### config.mk
export PLATFORM = sky130hd
export DESIGN_NAME = tpam_test_page
export DESIGN_NICKNAME = d
export VERILOG_FILES = /design/src/hdl/tpam_aux_mux.v /design/src/hdl/tpam_sync2.v /design/src/hdl/tpam_test_page.v
export VERILOG_INCLUDE_DIRS = /design/src /design/src/shared
export SDC_FILE = /design/constraint.sdc
export NUM_CORES = 1
export LEC_CHECK = 0
export BUFFER_PORTS_ARGS = -buffer_cell sky130_fd_sc_hd__buf_4
export CAP_MARGIN = 20
export CORE_MARGIN = 5
export CORE_UTILIZATION = 50
export DETAILED_ROUTE_END_ITERATION = 8
export GPL_ROUTABILITY_DRIVEN = 1
export GPL_TIMING_DRIVEN = 0
export HOLD_SLACK_MARGIN = 0.02
export PLACE_DENSITY_LB_ADDON = 0.12
export SYNTH_ARGS = -nofsm -noshare
export SYNTH_HDL_FRONTEND = slang
export SYNTH_SLANG_ARGS = --single-unit
### constraint.sdc
create_clock -name clk -period 1.4 [get_ports clk]
set_input_delay 0.21 -clock clk [delete_from_list [all_inputs] [get_ports clk]]
set_output_delay 0.21 -clock clk [all_outputs]
set_load 0.02 [all_outputs]
### src/shared/tpam_regs.vh
`ifndef TPAM_REGS_VH
`define TPAM_REGS_VH

// Register page offsets
`define TPAM_ADDR_W            6
`define TPAM_ADDR_SELF_TEST    6'h36
`define TPAM_ADDR_VERSION      6'h37
`define TPAM_ADDR_AUX_SELECT   6'h38
`define TPAM_ADDR_DAC1         6'h39

// Reset values
`define TPAM_RST_SELF_TEST     8'h40
`define TPAM_RST_AUX_SELECT    8'h00
`define TPAM_RST_DAC1          6'h00
`define TPAM_RST_READ          8'h00

// Self-test control fields
`define TPAM_ST_CODE_HI        3
`define TPAM_ST_CODE_LO        0
`define TPAM_ST_NONLIN_BIT     6
`define TPAM_ST_CODE_ARM       4'h9
`define TPAM_ST_CODE_OFF       4'h0

// Aux select fields
`define TPAM_AUX_PIN_ONE_HI           7
`define TPAM_AUX_PIN_ONE_LO           4
`define TPAM_AUX_PIN_TWO_HI           3
`define TPAM_AUX_PIN_TWO_LO           0

// DAC1 value field
`define TPAM_DAC_HI            5
`define TPAM_DAC_LO            0

// Aux source codes
`define TPAM_SEL_TRISTATE      4'h0
`define TPAM_SEL_DAC           4'h1
`define TPAM_SEL_CORRELATOR_SIGNAL_ONE         4'h2
`define TPAM_SEL_CORRELATOR_SIGNAL_TWO         4'h3
`define TPAM_SEL_MIN_LEVEL     4'h4
`define TPAM_SEL_ADC_I         4'h5
`define TPAM_SEL_ADC_Q         4'h6
`define TPAM_SEL_PROD_A        4'h7
`define TPAM_SEL_PROD_B        4'h8
`define TPAM_SEL_SAM_CLOCK     4'h9
`define TPAM_SEL_HIGH          4'hA
`define TPAM_SEL_LOW           4'hB
`define TPAM_SEL_TX_ACTIVE     4'hC
`define TPAM_SEL_RX_ACTIVE     4'hD
`define TPAM_SEL_SUBCARRIER    4'hE
`define TPAM_SEL_TESTBUS_BIT   4'hF

`endif

### src/hdl/tpam_aux_mux.v
`include "tpam_regs.vh"
`default_nettype none

// One auxiliary pin: digital driver plus analog switch control
module tpam_aux_mux (
	// Clock and reset
	input  wire       clk,
	input  wire       sys_rst,
	// Source selector
	input  wire [3:0] source_select,
	// Digital sources, all in the clk domain
	input  wire       sam_clock,
	input  wire       transmit_active_flag,
	input  wire       receive_active_flag,
	input  wire       subcarrier_detected,
	input  wire       testbus_bit,
	// Pin drive and analog switch
	output reg        pin_out,
	output reg        pin_oe_n,
	output reg        analog_connect
);

	// Decode the selector into a registered pin state
	always @(posedge clk) begin
		if (sys_rst) begin
			pin_out        <= 1'b0;
			pin_oe_n       <= 1'b1;
			analog_connect <= 1'b0;
		end else begin
			case (source_select)
				`TPAM_SEL_TRISTATE: begin
					pin_out        <= 1'b0;
					pin_oe_n       <= 1'b1;
					analog_connect <= 1'b0;
				end
				// Current-mode sources: digital driver must let go
				`TPAM_SEL_DAC, `TPAM_SEL_CORRELATOR_SIGNAL_ONE, `TPAM_SEL_CORRELATOR_SIGNAL_TWO,
				`TPAM_SEL_MIN_LEVEL, `TPAM_SEL_ADC_I, `TPAM_SEL_ADC_Q,
				`TPAM_SEL_PROD_A, `TPAM_SEL_PROD_B: begin
					pin_out        <= 1'b0;
					pin_oe_n       <= 1'b1;
					analog_connect <= 1'b1;
				end
				`TPAM_SEL_SAM_CLOCK: begin
					pin_out        <= sam_clock;
					pin_oe_n       <= 1'b0;
					analog_connect <= 1'b0;
				end
				`TPAM_SEL_HIGH: begin
					pin_out        <= 1'b1;
					pin_oe_n       <= 1'b0;
					analog_connect <= 1'b0;
				end
				`TPAM_SEL_LOW: begin
					pin_out        <= 1'b0;
					pin_oe_n       <= 1'b0;
					analog_connect <= 1'b0;
				end
				`TPAM_SEL_TX_ACTIVE: begin
					pin_out        <= transmit_active_flag;
					pin_oe_n       <= 1'b0;
					analog_connect <= 1'b0;
				end
				`TPAM_SEL_RX_ACTIVE: begin
					pin_out        <= receive_active_flag;
					pin_oe_n       <= 1'b0;
					analog_connect <= 1'b0;
				end
				`TPAM_SEL_SUBCARRIER: begin
					pin_out        <= subcarrier_detected;
					pin_oe_n       <= 1'b0;
					analog_connect <= 1'b0;
				end
				`TPAM_SEL_TESTBUS_BIT: begin
					pin_out        <= testbus_bit;
					pin_oe_n       <= 1'b0;
					analog_connect <= 1'b0;
				end
				default: begin
					pin_out        <= 1'b0;
					pin_oe_n       <= 1'b1;
					analog_connect <= 1'b0;
				end
			endcase
		end
	end

endmodule

`default_nettype wire

### src/hdl/tpam_sync2.v
`default_nettype none

// Two-stage synchroniser for levels from outside the clk domain
module tpam_sync2 #(
	parameter WIDTH = 1
) (
	// Clock and reset
	input  wire             clk,
	input  wire             sys_rst,
	// Asynchronous level in, synchronised level out
	input  wire [WIDTH-1:0] async_in,
	output reg  [WIDTH-1:0] sync_out
);

	reg [WIDTH-1:0] meta;

	// First stage feeds only the second stage
	always @(posedge clk) begin
		if (sys_rst) begin
			meta     <= {WIDTH{1'b0}};
			sync_out <= {WIDTH{1'b0}};
		end else begin
			meta     <= async_in;
			sync_out <= meta;
		end
	end

endmodule

`default_nettype wire

### src/hdl/tpam_test_page.v
// What this block does
// Code 1001 in bits 3:0 arms self test
// Host writes 0000 for normal operation
// Bit 6 set selects non-linear receive processing
// Thresholds also act non-linearly in that mode
// Host writes bit 5 zero, ignores 4, 7
// Self-test control resets to 40h
// Read-only version register, writes ignored
// Aux select resets 00h; 7:4 aux_pin_one, 3:0 aux_pin_two
// 0000 tristate, 0001 routes matching test DAC
// Codes 0010-0110 route correlator, level, converter signals
// Codes 0111, 1000 route production test signals
// 1001 secure clock, 1010 high, 1011 low
// Code 1100 drives transmit-active flag
// Code 1101 drives receive-active flag
// Code 1110 drives subcarrier-detected flag
// Code 1111 drives selected test-bus bit
// DAC1 value bits 5:0, shown via aux_pin_one 0001
// DAC1 bits 7, 6 have no function
// Bit-select field picks one test-bus line
// Reserved bits read zero, writes harmless
`include "tpam_regs.vh"
`default_nettype none

module tpam_test_page #(
	parameter [7:0] VERSION_CODE = 8'hA5, // Arbitrary value
	parameter       TESTBUS_W    = 8
) (
	// Clock and reset
	input  wire                      clk,
	input  wire                      sys_rst,
	// Register access port
	input  wire [`TPAM_ADDR_W-1:0]   reg_addr,
	input  wire                      reg_wr,
	input  wire [7:0]                reg_wdata,
	input  wire                      reg_rd,
	output reg  [7:0]                reg_rdata,
	output reg                       reg_rvalid,
	// Command strobe from the command decoder
	input  wire                      crc_calculate_command,
	// Internal test sources (clk domain)
	input  wire                      transmit_active_flag,
	input  wire                      receive_active_flag,
	input  wire                      subcarrier_detected,
	input  wire [TESTBUS_W-1:0]      testbus,
	input  wire [2:0]                testbus_bit_select,
	// Secure-module clock, foreign domain
	input  wire                      sam_clock,
	// Self-test and receiver controls
	output reg                       self_test_armed,
	output reg                       self_test_start,
	output reg                       receiver_nonlinear_enable,
	output reg                       threshold_nonlinear_enable,
	// Test DAC value
	output reg  [5:0]                test_dac1_value,
	// First auxiliary pin
	output wire                      aux_pin_one_out,
	output wire                      aux_pin_one_oe_n,
	output wire                      aux_pin_one_analog,
	output reg  [3:0]                aux_pin_one_route,
	// Second auxiliary pin
	output wire                      aux_pin_two_out,
	output wire                      aux_pin_two_oe_n,
	output wire                      aux_pin_two_analog,
	output reg  [3:0]                aux_pin_two_route
);

	// Reset images, named so single fields can be picked out of them
	localparam [7:0] RST_SELF = `TPAM_RST_SELF_TEST;
	localparam [7:0] RST_AUX  = `TPAM_RST_AUX_SELECT;

	// Stored register fields
	reg  [3:0] self_test_code;
	reg        nonlinear_bit;
	reg  [3:0] aux_pin_one_source_select;
	reg  [3:0] aux_pin_two_source_select;
	reg  [5:0] dac1_field;

	// Derived signals
	wire       sam_clock_sync;
	reg        testbus_bit;
	reg  [7:0] next_rdata;
	wire       wr_self_test;
	wire       wr_aux_select;
	wire       wr_dac1;

	// Write decode; the version offset has no write path at all
	assign wr_self_test  = reg_wr && (reg_addr == `TPAM_ADDR_SELF_TEST);
	assign wr_aux_select = reg_wr && (reg_addr == `TPAM_ADDR_AUX_SELECT);
	assign wr_dac1       = reg_wr && (reg_addr == `TPAM_ADDR_DAC1);

	// Register writes; reserved bits are simply not stored
	always @(posedge clk) begin
		if (sys_rst) begin
			self_test_code     <= RST_SELF[`TPAM_ST_CODE_HI:`TPAM_ST_CODE_LO];
			nonlinear_bit      <= RST_SELF[`TPAM_ST_NONLIN_BIT];
			aux_pin_one_source_select <= RST_AUX[`TPAM_AUX_PIN_ONE_HI:`TPAM_AUX_PIN_ONE_LO];
			aux_pin_two_source_select <= RST_AUX[`TPAM_AUX_PIN_TWO_HI:`TPAM_AUX_PIN_TWO_LO];
			dac1_field         <= `TPAM_RST_DAC1;
		end else begin
			if (wr_self_test) begin
				// Bits 7, 5 and 4 are dropped so they cannot steer anything
				self_test_code <= reg_wdata[`TPAM_ST_CODE_HI:`TPAM_ST_CODE_LO];
				nonlinear_bit  <= reg_wdata[`TPAM_ST_NONLIN_BIT];
			end
			if (wr_aux_select) begin
				aux_pin_one_source_select <= reg_wdata[`TPAM_AUX_PIN_ONE_HI:`TPAM_AUX_PIN_ONE_LO];
				aux_pin_two_source_select <= reg_wdata[`TPAM_AUX_PIN_TWO_HI:`TPAM_AUX_PIN_TWO_LO];
			end
			if (wr_dac1) begin
				dac1_field <= reg_wdata[`TPAM_DAC_HI:`TPAM_DAC_LO];
			end
		end
	end

	// Read mux; reserved and production bits always come back zero
	always @* begin
		next_rdata = `TPAM_RST_READ;
		case (reg_addr)
			`TPAM_ADDR_SELF_TEST: begin
				next_rdata[`TPAM_ST_NONLIN_BIT]              = nonlinear_bit;
				next_rdata[`TPAM_ST_CODE_HI:`TPAM_ST_CODE_LO] = self_test_code;
			end
			`TPAM_ADDR_VERSION: begin
				next_rdata = VERSION_CODE;
			end
			`TPAM_ADDR_AUX_SELECT: begin
				next_rdata = {aux_pin_one_source_select, aux_pin_two_source_select};
			end
			`TPAM_ADDR_DAC1: begin
				next_rdata[`TPAM_DAC_HI:`TPAM_DAC_LO] = dac1_field;
			end
			default: begin
				next_rdata = `TPAM_RST_READ;
			end
		endcase
	end

	// Read data registered so the port is glitch free
	always @(posedge clk) begin
		if (sys_rst) begin
			reg_rdata  <= `TPAM_RST_READ;
			reg_rvalid <= 1'b0;
		end else begin
			reg_rvalid <= reg_rd;
			if (reg_rd) begin
				reg_rdata <= next_rdata;
			end
		end
	end

	// Self-test arming and start; any code but the arm code leaves it off
	always @(posedge clk) begin
		if (sys_rst) begin
			self_test_armed <= 1'b0;
			self_test_start <= 1'b0;
		end else begin
			self_test_armed <= (self_test_code == `TPAM_ST_CODE_ARM);
			self_test_start <= crc_calculate_command &&
				(self_test_code == `TPAM_ST_CODE_ARM);
		end
	end

	// Receive chain and threshold mode follow the same bit together
	always @(posedge clk) begin
		if (sys_rst) begin
			receiver_nonlinear_enable  <= 1'b0;
			threshold_nonlinear_enable <= 1'b0;
		end else begin
			receiver_nonlinear_enable  <= nonlinear_bit;
			threshold_nonlinear_enable <= nonlinear_bit;
		end
	end

	// DAC value and analog routes mirrored into output flops
	always @(posedge clk) begin
		if (sys_rst) begin
			test_dac1_value   <= `TPAM_RST_DAC1;
			aux_pin_one_route <= `TPAM_SEL_TRISTATE;
			aux_pin_two_route <= `TPAM_SEL_TRISTATE;
		end else begin
			test_dac1_value   <= dac1_field;
			aux_pin_one_route <= aux_pin_one_source_select;
			aux_pin_two_route <= aux_pin_two_source_select;
		end
	end

	// Test-bus bit pick, one cycle early to match the selector path
	always @(posedge clk) begin
		if (sys_rst) begin
			testbus_bit <= 1'b0;
		end else begin
			testbus_bit <= testbus[testbus_bit_select];
		end
	end

	// Secure clock comes from another domain; sampled, so it jitters by one clk
	tpam_sync2 #(
		.WIDTH (1)
	) u_sam_sync (
		.clk      (clk),
		.sys_rst  (sys_rst),
		.async_in (sam_clock),
		.sync_out (sam_clock_sync)
	);

	// First auxiliary pin
	tpam_aux_mux u_aux_one (
		.clk                  (clk),
		.sys_rst              (sys_rst),
		.source_select        (aux_pin_one_source_select),
		.sam_clock            (sam_clock_sync),
		.transmit_active_flag (transmit_active_flag),
		.receive_active_flag  (receive_active_flag),
		.subcarrier_detected  (subcarrier_detected),
		.testbus_bit          (testbus_bit),
		.pin_out              (aux_pin_one_out),
		.pin_oe_n             (aux_pin_one_oe_n),
		.analog_connect       (aux_pin_one_analog)
	);

	// Second auxiliary pin, same code table
	tpam_aux_mux u_aux_two (
		.clk                  (clk),
		.sys_rst              (sys_rst),
		.source_select        (aux_pin_two_source_select),
		.sam_clock            (sam_clock_sync),
		.transmit_active_flag (transmit_active_flag),
		.receive_active_flag  (receive_active_flag),
		.subcarrier_detected  (subcarrier_detected),
		.testbus_bit          (testbus_bit),
		.pin_out              (aux_pin_two_out),
		.pin_oe_n             (aux_pin_two_oe_n),
		.analog_connect       (aux_pin_two_analog)
	);

endmodule

`default_nettype wire

==> flow_metrics.tcl, run 1 <==
set metrics [dict create \
    detailed_placer_s_ending_hpwl_um 3590 \
    synthToLayoutAreaGrowth_pct 30.6 \
    report.final.slew_viol_count 0 \
    gr-total-overflow 0 \
    vias 1698 \
    max-cap-violations 0 \
    synth_seq_cells 54 \
    syn-num-nets 239 \
    synth_enable_flop_cells 0 \
    setup.reg_to_reg.worst_slack_ns 0.26 \
    power_density_nw_per_um2 974 \
    hold-path-endpoint "self_test_start" \
    place_worst_setup_slack_ns -0.0847 \
    via_count_of_the_first_global_routing_pass 1628 \
    avgViaCountPerCell 5.16 \
    grt.total_usage 0.177 \
    criticalPathCategory "in -> reg" \
    n_fill_cell 325 \
    p_leak_nw 1.36 \
    final_common_cell "buf_4" \
    clock_tree_from_tritoncts "yes" \
    number_of_antenna_violations_at_the_first_check_in_global_routing 0 \
    clk_pin_slew_ns 0.09 \
    route.antenna.remaining_nets 0 \
    fin_crit_sh 0.837 \
    cp_max_fo 10 \
    clock_skew_ns 0.00457 \
    ios 67 \
    floorplan.rows 23 \
    wl_per_cell_um 14.4 \
    number_of_remaining_drc_errors 0 \
    status "finished, final reports clean" \
    place.gp.congestion 0.832 \
    hold_path_startpoint "crc_calculate_command" \
    timing_hold_violations_final 0 \
    clock_tree.buffer_depth 2 \
    port_buffers 66 \
    totalPowerFinal_mw 2.71 \
    hold_buffers 0 \
    worst_hold_path_type "in -> reg" \
    timing.fmax_mhz 853 \
    post-route-min-period_ns 1.17 \
    total_number_of_nets_in_the_final_design 312 \
    worst_slew_pin_slew_ns 0.482 \
    clock_tree.root_cell "clkbuf_8" \
    worst-endpoint-required_ns 1.60 \
    pin_count_of_the_biggest_net_entering_global_routing 17 \
    number_of_instances_in_the_synthesized_netlist 205 \
    synthesis.area_um2 2130 \
    post_cts.resized_instances 0 \
    cts_htree_levels 2 \
    worst_skew_pair.late_latency_ns 0.31 \
    critPathArrivalTime_ns 1.37 \
    drt_iter0_drc 121 \
    regToRegEndpoint "u_aux_two.analog_connect" \
    worst_ir_drop_vdd_v 0.000664 \
    synth_cell_types 32 \
    sequential_fraction_of_the_synthesis_area 0.507 \
    finish.utilization 0.687 \
    asyncSetResetFlopFracSynth 0 \
    worstRegToRegCells 3 \
    fin_setup_tns_ns 0 \
    average_cell_area_after_synthesis_um2 10.4 \
    core-area_um2 4060 \
    ys_dominant_reg_cell "dfxtp_1" \
    total_clock_buffers_created_by_cts 5 \
    dieArea_um2 5670 \
    floorplan.die.height_um 75.3 \
    synth.yosys.warnings 0 \
    postCtsSetupRepairBufs 0 \
    antenna_diode_count 0 \
    clkSinkCount 54 \
    final_number_of_setup_violating_endpoints 0 \
    routed_wirelength_um 4750 \
    die_x_um 75.3 \
    first_pass_grt_wire_length_um 7600 \
    crit_path_capture_type "register" \
    timing.rr.start "aux_pin_two_source_select[0]" \
    hold-worst-slack_ns 0.0968 \
    most_frequent_cells_in_the_layout "buf_4 (67), dfxtp_1 (54), nand2b_1 (25), mux2i_1 (21), inv_1 (14)" \
    fin_ws_ns 0.228 \
    detailedRoute.firstPassIterationCount 4 \
    worstHoldPathCells 2 \
    layout-drive-gt1-share 0.319 \
    crit_path_start_kind "input port" \
    initial_core_util 0.526 \
    maxSlewHeadroom 0.678 \
    rsz0062_at_grt "no" \
]
## registers in the layout (all words and copies together), names as in the netlist, 4 cells and up
name                       cells
dac1_field                     6
reg_rdata                      8
self_test_code                 4
test_dac1_value                6
aux_pin_one_source_select      4
aux_pin_two_source_select      4
aux_pin_one_route              4
aux_pin_two_route              4
## synth_stat cells, types with 2 or more instances
| cell | number | area, um^2 |
|---|---|---|
| xor2_1 | 2 | 17.5 |
| o211a_1 | 2 | 20.0 |
| a21oi_1 | 5 | 25.0 |
| nor2b_1 | 10 | 62.6 |
| nand2_1 | 2 | 7.51 |
| mux2i_1 | 21 | 210 |
| nor3_1 | 2 | 10.0 |
| nor2_1 | 12 | 45.0 |
| dfxtp_1 | 54 | 1080 |
| inv_1 | 14 | 52.6 |
| nand2b_1 | 25 | 156 |
| nand3_1 | 12 | 60.1 |
| buf_2 | 3 | 15.0 |
| o211ai_1 | 5 | 37.5 |
| clkbuf_1 | 6 | 22.5 |
| mux2_4 | 2 | 30.0 |
| mux2_2 | 5 | 56.3 |
| and3b_1 | 2 | 17.5 |
| a311oi_1 | 7 | 61.3 |
| and2_1 | 2 | 12.5 |
## worst max-delay path by stage
stage	startpoint	end	slack, ns	cells past startpoint
global route	reg_addr[1]	aux_pin_one_source_select[2]	0.17	4
finish	reg_addr[1]	aux_pin_one_source_select[3]	0.23	4
floorplan	reg_addr[1]	aux_pin_one_source_select[2]	0.20	3
detailed placement	reg_addr[1]	aux_pin_one_source_select[3]	-0.08	4
CTS	reg_addr[1]	aux_pin_one_source_select[2]	0.23	4
global placement	reg_addr[1]	aux_pin_one_source_select[3]	-0.1	4
## kinds of logic after synthesis
| group | Yosys count | synth area share |
|---|---|---|
| multiplexers | 29 | 0.150 |
| XOR/XNOR | 2 | 0.00821 |
| AO/OA/AOI/OAI | 22 | 0.0786 |
| buffers and inverters | 25 | 0.0510 |
| AND/OR/NAND/NOR | 73 | 0.206 |
| flip-flops | 54 | 0.507 |
## through the flow
stage / std cells / area (um^2)
finish: 329 / 2790
global route: 329 / 2790
CTS: 329 / 2790
detailed placement: 321 / 2690
global placement: 321 / 2690
floorplan: 205 / 2130
## metal layers
| layer | GRT usage | routed length [um] |
|---|---|---|
| met3 | 0.0488 | 389 |
| met4 | 0.0447 | 45 |
| met5 | 0 | 0 |
| met2 | 0.290 | 2300 |
| met1 | 0.232 | 2010 |
## power by group
| part | leakage (nW) | internal [mW] | switching, mW | total [mW] |
|---|---|---|---|---|
| registers | 0.438 | 1.56 | 0.0111 | 1.57 |
| clock network | 0.0472 | 0.398 | 0.499 | 0.898 |
| logic | 0.874 | 0.132 | 0.118 | 0.249 |
## critical path, cell delays in order
cell and delay (ns):
buf_4 0.12, nor3b_4 0.45, nand3_4 0.24, mux2_4 0.34
## area by class of cell
type / count / area (um^2) / area share
timing repair buffer: 66 / 495 / 0.178
sequential: 54 / 1080 / 0.388
multi-input combinational: 126 / 943 / 0.339
inverter: 14 / 52.6 / 0.0189
clock inverter: 2 / 12.5 / 0.00449
buffer: 11 / 56.3 / 0.0202
clock buffer: 6 / 82.6 / 0.0296
tap: 50 / 62.6 / 0.0225
(Power assumes the default switching activity.)
==> inputs of run 2 (changes only) <==
==> constraint.sdc (replaced) <==
create_clock -name clk -period 1.1 [get_ports clk]
set_input_delay 0.165 -clock clk [delete_from_list [all_inputs] [get_ports clk]]
set_output_delay 0.165 -clock clk [all_outputs]
set_load 0.02 [all_outputs]
==> flow_metrics.tcl, run 2 (same netlist as run 1, synthesis figures left out) <==
set metrics [dict create \
    largest_reg_flops 8 \
    grt.total_usage 0.180 \
    initial_core_util 0.526 \
    clk_pin_slew_ns 0.10 \
    clock_tree_from_tritoncts "yes" \
    wl_per_cell_um 15.2 \
    critical_path.max_stage_delay_ns 0.32 \
    final_common_cell "buf_4" \
    dieArea_um2 5670 \
    drt_iter0_drc 111 \
    report.final.slew_viol_count 0 \
    power_density_nw_per_um2 1270 \
    status "finished, final reports clean" \
    floorplan.rows 23 \
    cp_max_fo 2 \
    criticalPathCategory "reg -> out" \
    detailedRoute.firstPassIterationCount 4 \
    clock_tree.buffer_depth 2 \
    path_depth 2 \
    crit_path_capture_type "primary output" \
    post-route-min-period_ns 1.06 \
    critPathBufInv 2 \
    total_clock_buffers_created_by_cts 5 \
    rsz0062_at_grt "no" \
    clkSinkCount 54 \
    timing_hold_violations_final 0 \
    cts_htree_levels 2 \
    totalPowerFinal_mw 3.65 \
    antenna_diode_count 0 \
    detailed_placer_s_ending_hpwl_um 3690 \
    worst-endpoint-required_ns 0.94 \
    p_leak_nw 1.39 \
    core-area_um2 4060 \
    final_number_of_setup_violating_endpoints 0 \
    route.met2.wl_um 2430 \
    critical-path-slowest-cell "dfxtp_1" \
    maxSlewHeadroom 0.683 \
    avgViaCountPerCell 5.17 \
    total_number_of_nets_in_the_final_design 313 \
    route.antenna.remaining_nets 0 \
    clock_skew_ns 0.00575 \
    ios 67 \
    met3WireLength_um 423 \
    pin_count_of_the_biggest_net_entering_global_routing 17 \
    timing.fmax_mhz 940 \
    crit_path_start_kind "register" \
    leading_registers_by_flop_count "reg_rdata (8), dac1_field (6), test_dac1_value (6)" \
    largest_register "reg_rdata" \
    worst_hold_path_type "in -> reg" \
    clock_tree.root_cell "clkbuf_8" \
    floorplan.die.height_um 75.3 \
    most_frequent_cells_in_the_layout "buf_4 (69), dfxtp_1 (49), nand2b_1 (25), mux2i_1 (21), inv_1 (14)" \
    worst_skew_pair.late_latency_ns 0.31 \
    fin_setup_tns_ns 0 \
    worst_ir_drop_vdd_v 0.000818 \
    number_of_antenna_violations_at_the_first_check_in_global_routing 0 \
    die_x_um 75.3 \
    dr.max_layer_used "met4" \
    worstHoldPathCells 2 \
    vias 1705 \
    worst_slew_pin_slew_ns 0.475 \
    cp_cell_sequence "buf_4 -> buf_4" \
    port_buffers 66 \
    synthToLayoutAreaGrowth_pct 34.4 \
    timing.critical_path.mode_cell "buf_4" \
    max-cap-violations 0 \
    path_delay_family "flip-flops" \
    layout-drive-gt1-share 0.364 \
    first_pass_grt_wire_length_um 7670 \
    number_of_remaining_drc_errors 0 \
    fin_crit_sh 0.968 \
    place_worst_setup_slack_ns -0.374 \
    worstRegToRegCells 3 \
    gr-total-overflow 0 \
    critPathArrivalTime_ns 0.90 \
    detail_route.wirelength.met1_um 2090 \
    routed_wirelength_um 5010 \
    place.gp.congestion 0.797 \
    via_count_of_the_first_global_routing_pass 1649 \
    n_fill_cell 346 \
    fin_ws_ns 0.0356 \
]
## run 2: changes by cell type in the layout (fill, tap and decap cells not counted), sizes merged
cell    delta
buf        +2
bufinv     +1
clkbuf     -1
clkinv     -1
## run 2: final timing paths
check	startpoint	endpoint	slack, ns
setup / recovery	threshold_nonlinear_enable	threshold_nonlinear_enable	0.04
hold / removal	crc_calculate_command	self_test_start	0.05
setup reg to reg	aux_pin_one_source_select[0]	u_aux_one.pin_out	0.09
hold reg to reg	u_sam_sync.meta	u_sam_sync.sync_out	0.46
## run 2: area by class of cell
class,instances,area [um^2],share of cell area
Sequential cell,54,1090,0.380
Timing Repair Buffer,68,510,0.178
Inverter,14,52.6,0.0183
Buffer,10,53.8,0.0188
Clock buffer,6,72.6,0.0253
Multi-Input combinational cell,126,987,0.344
Tap cell,50,62.6,0.0218
Clock inverter,2,37.5,0.0131
## run 2: metal layers
metal,global-route usage,vias up
met5,0,-
met4,0.0718,0
met3,0.0528,6
met2,0.291,61
met1,0.225,787
li1,-,851
## run 2: repair_timing
item	CTS	global route
endpoints found under the setup margin	10	16
setup buffers	2	0
gates resized for setup	2	13
pin swaps	1	1
hold buffers	0	0
## run 2: worst register-to-register path, cell delays in order, from the launching register on
cell and delay, ns:
dfxtp_2 0.41, mux2i_1 0.20, a21oi_1 0.09, o211a_1 0.22
## run 2: where the power goes
part | internal (mW) | switching [mW] | leakage [nW]
Sequential | 1.98 | 0.0150 | 0.440
Clock | 0.680 | 0.652 | 0.0514
Combinational | 0.174 | 0.157 | 0.897
Total | 2.83 | 0.824 | 1.39
## run 2: metrics by stage
stage / hold slack, ns / std cells / utilization / cell area, um^2
after floorplan: 0.248 / 205 / - / 2130
after global placement: 0.371 / 321 / 0.663 / 2690
after detailed placement: 0.371 / 321 / 0.663 / 2690
after CTS: 0.0475 / 331 / 0.696 / 2820
after global routing: 0.0564 / 330 / 0.706 / 2870
final: 0.0508 / 330 / 0.706 / 2870
==> inputs of run 3 (changes only) <==
--- a/config.mk
+++ b/config.mk
@@ -15,6 +15,7 @@
 export GPL_TIMING_DRIVEN = 0
 export HOLD_SLACK_MARGIN = 0.02
 export PLACE_DENSITY_LB_ADDON = 0.12
+export RECOVER_POWER = 50
 export SYNTH_ARGS = -nofsm -noshare
 export SYNTH_HDL_FRONTEND = slang
 export SYNTH_SLANG_ARGS = --single-unit
==> constraint.sdc (replaced) <==
create_clock -name clk -period 1.2 [get_ports clk]
set_input_delay 0.18 -clock clk [delete_from_list [all_inputs] [get_ports clk]]
set_output_delay 0.18 -clock clk [all_outputs]
set_load 0.02 [all_outputs]
==> flow_metrics.tcl, run 3 (same netlist as run 1, synthesis figures left out) <==
set metrics [dict create \
    route.antenna.remaining_nets 0 \
    most_frequent_cells_in_the_layout "dfxtp_1 (54), buf_4 (48), clkbuf_1 (25), nand2b_1 (25), mux2i_1 (21)" \
    floorplan.rows 23 \
    total_clock_buffers_created_by_cts 5 \
    via_count_of_the_first_global_routing_pass 1628 \
    worst_ir_drop_vdd_v 0.000775 \
    crit_path_capture_type "register" \
    criticalPathCategory "reg -> reg" \
    largest_reg_flops 8 \
    cp_max_fo 7 \
    regToRegEndpoint "u_aux_two.analog_connect" \
    vias 1691 \
    port_buffers 66 \
    worst_hold_path_type "in -> reg" \
    detailed_placer_s_ending_hpwl_um 3590 \
    drt_iter0_drc 119 \
    maxSlewHeadroom 0.678 \
    number_of_remaining_drc_errors 0 \
    timing_hold_violations_final 0 \
    cts_htree_levels 2 \
    status "finished, final reports clean" \
    gr-total-overflow 0 \
    wl_per_cell_um 14.5 \
    gr-usage-met2 0.290 \
    hold_buffers 0 \
    critical-path-slowest-cell "nor3_1" \
    fin_crit_sh 0.952 \
    avgViaCountPerCell 5.14 \
    power_density_nw_per_um2 1160 \
    clock_tree.root_cell "clkbuf_8" \
    fin_ws_ns 0.0578 \
    place_worst_setup_slack_ns -0.255 \
    clkSinkCount 54 \
    postCtsSetupRepairBufs 0 \
    total_number_of_nets_in_the_final_design 312 \
    core-area_um2 4060 \
    setup.reg_to_reg.worst_slack_ns 0.06 \
    crit_path_start_kind "register" \
    grtUsageMet3 0.0488 \
    floorplan.die.height_um 75.3 \
    fin_setup_tns_ns 0 \
    layout-drive-gt1-share 0.251 \
    post-route-min-period_ns 1.14 \
    synthToLayoutAreaGrowth_pct 27.3 \
    worstRegToRegCells 3 \
    worst-endpoint-required_ns 1.39 \
    first_pass_grt_wire_length_um 7600 \
    dieArea_um2 5670 \
    p_leak_nw 1.28 \
    worst_slew_pin_slew_ns 0.482 \
    grt.total_usage 0.177 \
    clk_pin_slew_ns 0.09 \
    final_common_cell "dfxtp_1" \
    largest_register "reg_rdata" \
    post_cts.resized_instances 0 \
    number_of_antenna_violations_at_the_first_check_in_global_routing 0 \
    place.gp.congestion 0.832 \
    clock_tree.buffer_depth 2 \
    pin_count_of_the_biggest_net_entering_global_routing 17 \
    critPathArrivalTime_ns 1.33 \
    critical_path.max_stage_delay_ns 0.41 \
    rsz0062_at_grt "yes" \
    routed_wirelength_um 4760 \
    report.final.slew_viol_count 0 \
    grt-busiest-layer "met2" \
    critPathBufInv 0 \
    grt_util_met1 0.232 \
    ios 67 \
    antenna_diode_count 0 \
    die_x_um 75.3 \
    max-cap-violations 0 \
    detailedRoute.firstPassIterationCount 4 \
    leading_registers_by_flop_count "reg_rdata (8), dac1_field (6), test_dac1_value (6)" \
    initial_core_util 0.526 \
    clock_skew_ns 0.00456 \
    cp_cell_sequence "nor3_1 -> xor2_1 -> nor2_1" \
    path_depth 3 \
    setup.worst_path.start "aux_pin_two_source_select[0]" \
    timing.fmax_mhz 876 \
    critical_path.endpoint "u_aux_two.analog_connect" \
    worst_skew_pair.late_latency_ns 0.31 \
    path_delay_family "simple AND/OR/NAND/NOR gates" \
    clock_tree_from_tritoncts "yes" \
    timing.rr.start "aux_pin_two_source_select[0]" \
    final_number_of_setup_violating_endpoints 0 \
]
==> run 3: cell types whose count changed in the layout (fill, tap and decap cells not counted), moves of 2 or more <==
| cell | before | now |
|---|---|---|
| dfxtp_2 | 4 | 0 |
| buf_4 | 69 | 48 |
| dfxtp_1 | 49 | 54 |
| a311oi_2 | 2 | 0 |
| clkbuf_1 | 5 | 25 |
| a311oi_1 | 5 | 7 |
==> run 3: worst reg2reg max path: stages (launching register included) <==
cell and delay (ns):
dfxtp_1 0.38, nor3_1 0.41, xor2_1 0.18, nor2_1 0.05
==> run 3: area by class of cell <==
| type | count | area [um^2] |
|---|---|---|
| timing repair buffer | 66 | 424 |
| sequential | 54 | 1080 |
| tap | 50 | 62.6 |
| clock buffer | 6 | 82.6 |
| fill | 352 | 1340 |
| buffer | 11 | 56.3 |
| inverter | 14 | 52.6 |
| multi-input combinational | 126 | 943 |
| clock inverter | 2 | 12.5 |
==> run 3: worst min path at each step <==
| stage | from | endpoint | slack [ns] | depth (start not counted) |
|---|---|---|---|---|
| 3_5_place_dp | crc_calculate_command | self_test_start | 0.39 | 2 |
| 4_1_cts | crc_calculate_command | self_test_start | 0.07 | 2 |
| 3_3_place_gp | crc_calculate_command | self_test_start | 0.39 | 2 |
| 2_1_floorplan | sys_rst | aux_pin_one_route[2] | 0.26 | 1 |
| 6_report | crc_calculate_command | self_test_start | 0.07 | 2 |
| 5_1_grt | crc_calculate_command | self_test_start | 0.06 | 2 |
==> run 3: layer usage <==
layer  share of wire  routed length (um)
met4          0.0094                  45
met5               0                   0
met1            0.43                2040
met3           0.085                 403
met2            0.48                2280
==> run 3: power by group <==
part	switching (mW)	internal [mW]
Clock	0.581	0.465
Combinational	0.138	0.150
Sequential	0.0128	1.81
Total	0.732	2.43
==> run 3: stage by stage <==
stage | cell area [um^2] | hold WS (ns) | std cells | power [mW] | util
floorplan | 2130 | 0.263 | 205 | 2.00 | -
global placement | 2690 | 0.385 | 321 | 2.16 | 0.663
detailed placement | 2690 | 0.388 | 321 | 2.16 | 0.663
CTS | 2790 | 0.0666 | 329 | 3.18 | 0.687
global route | 2720 | 0.0631 | 329 | 3.28 | 0.669
finish | 2720 | 0.0675 | 329 | 3.16 | 0.669
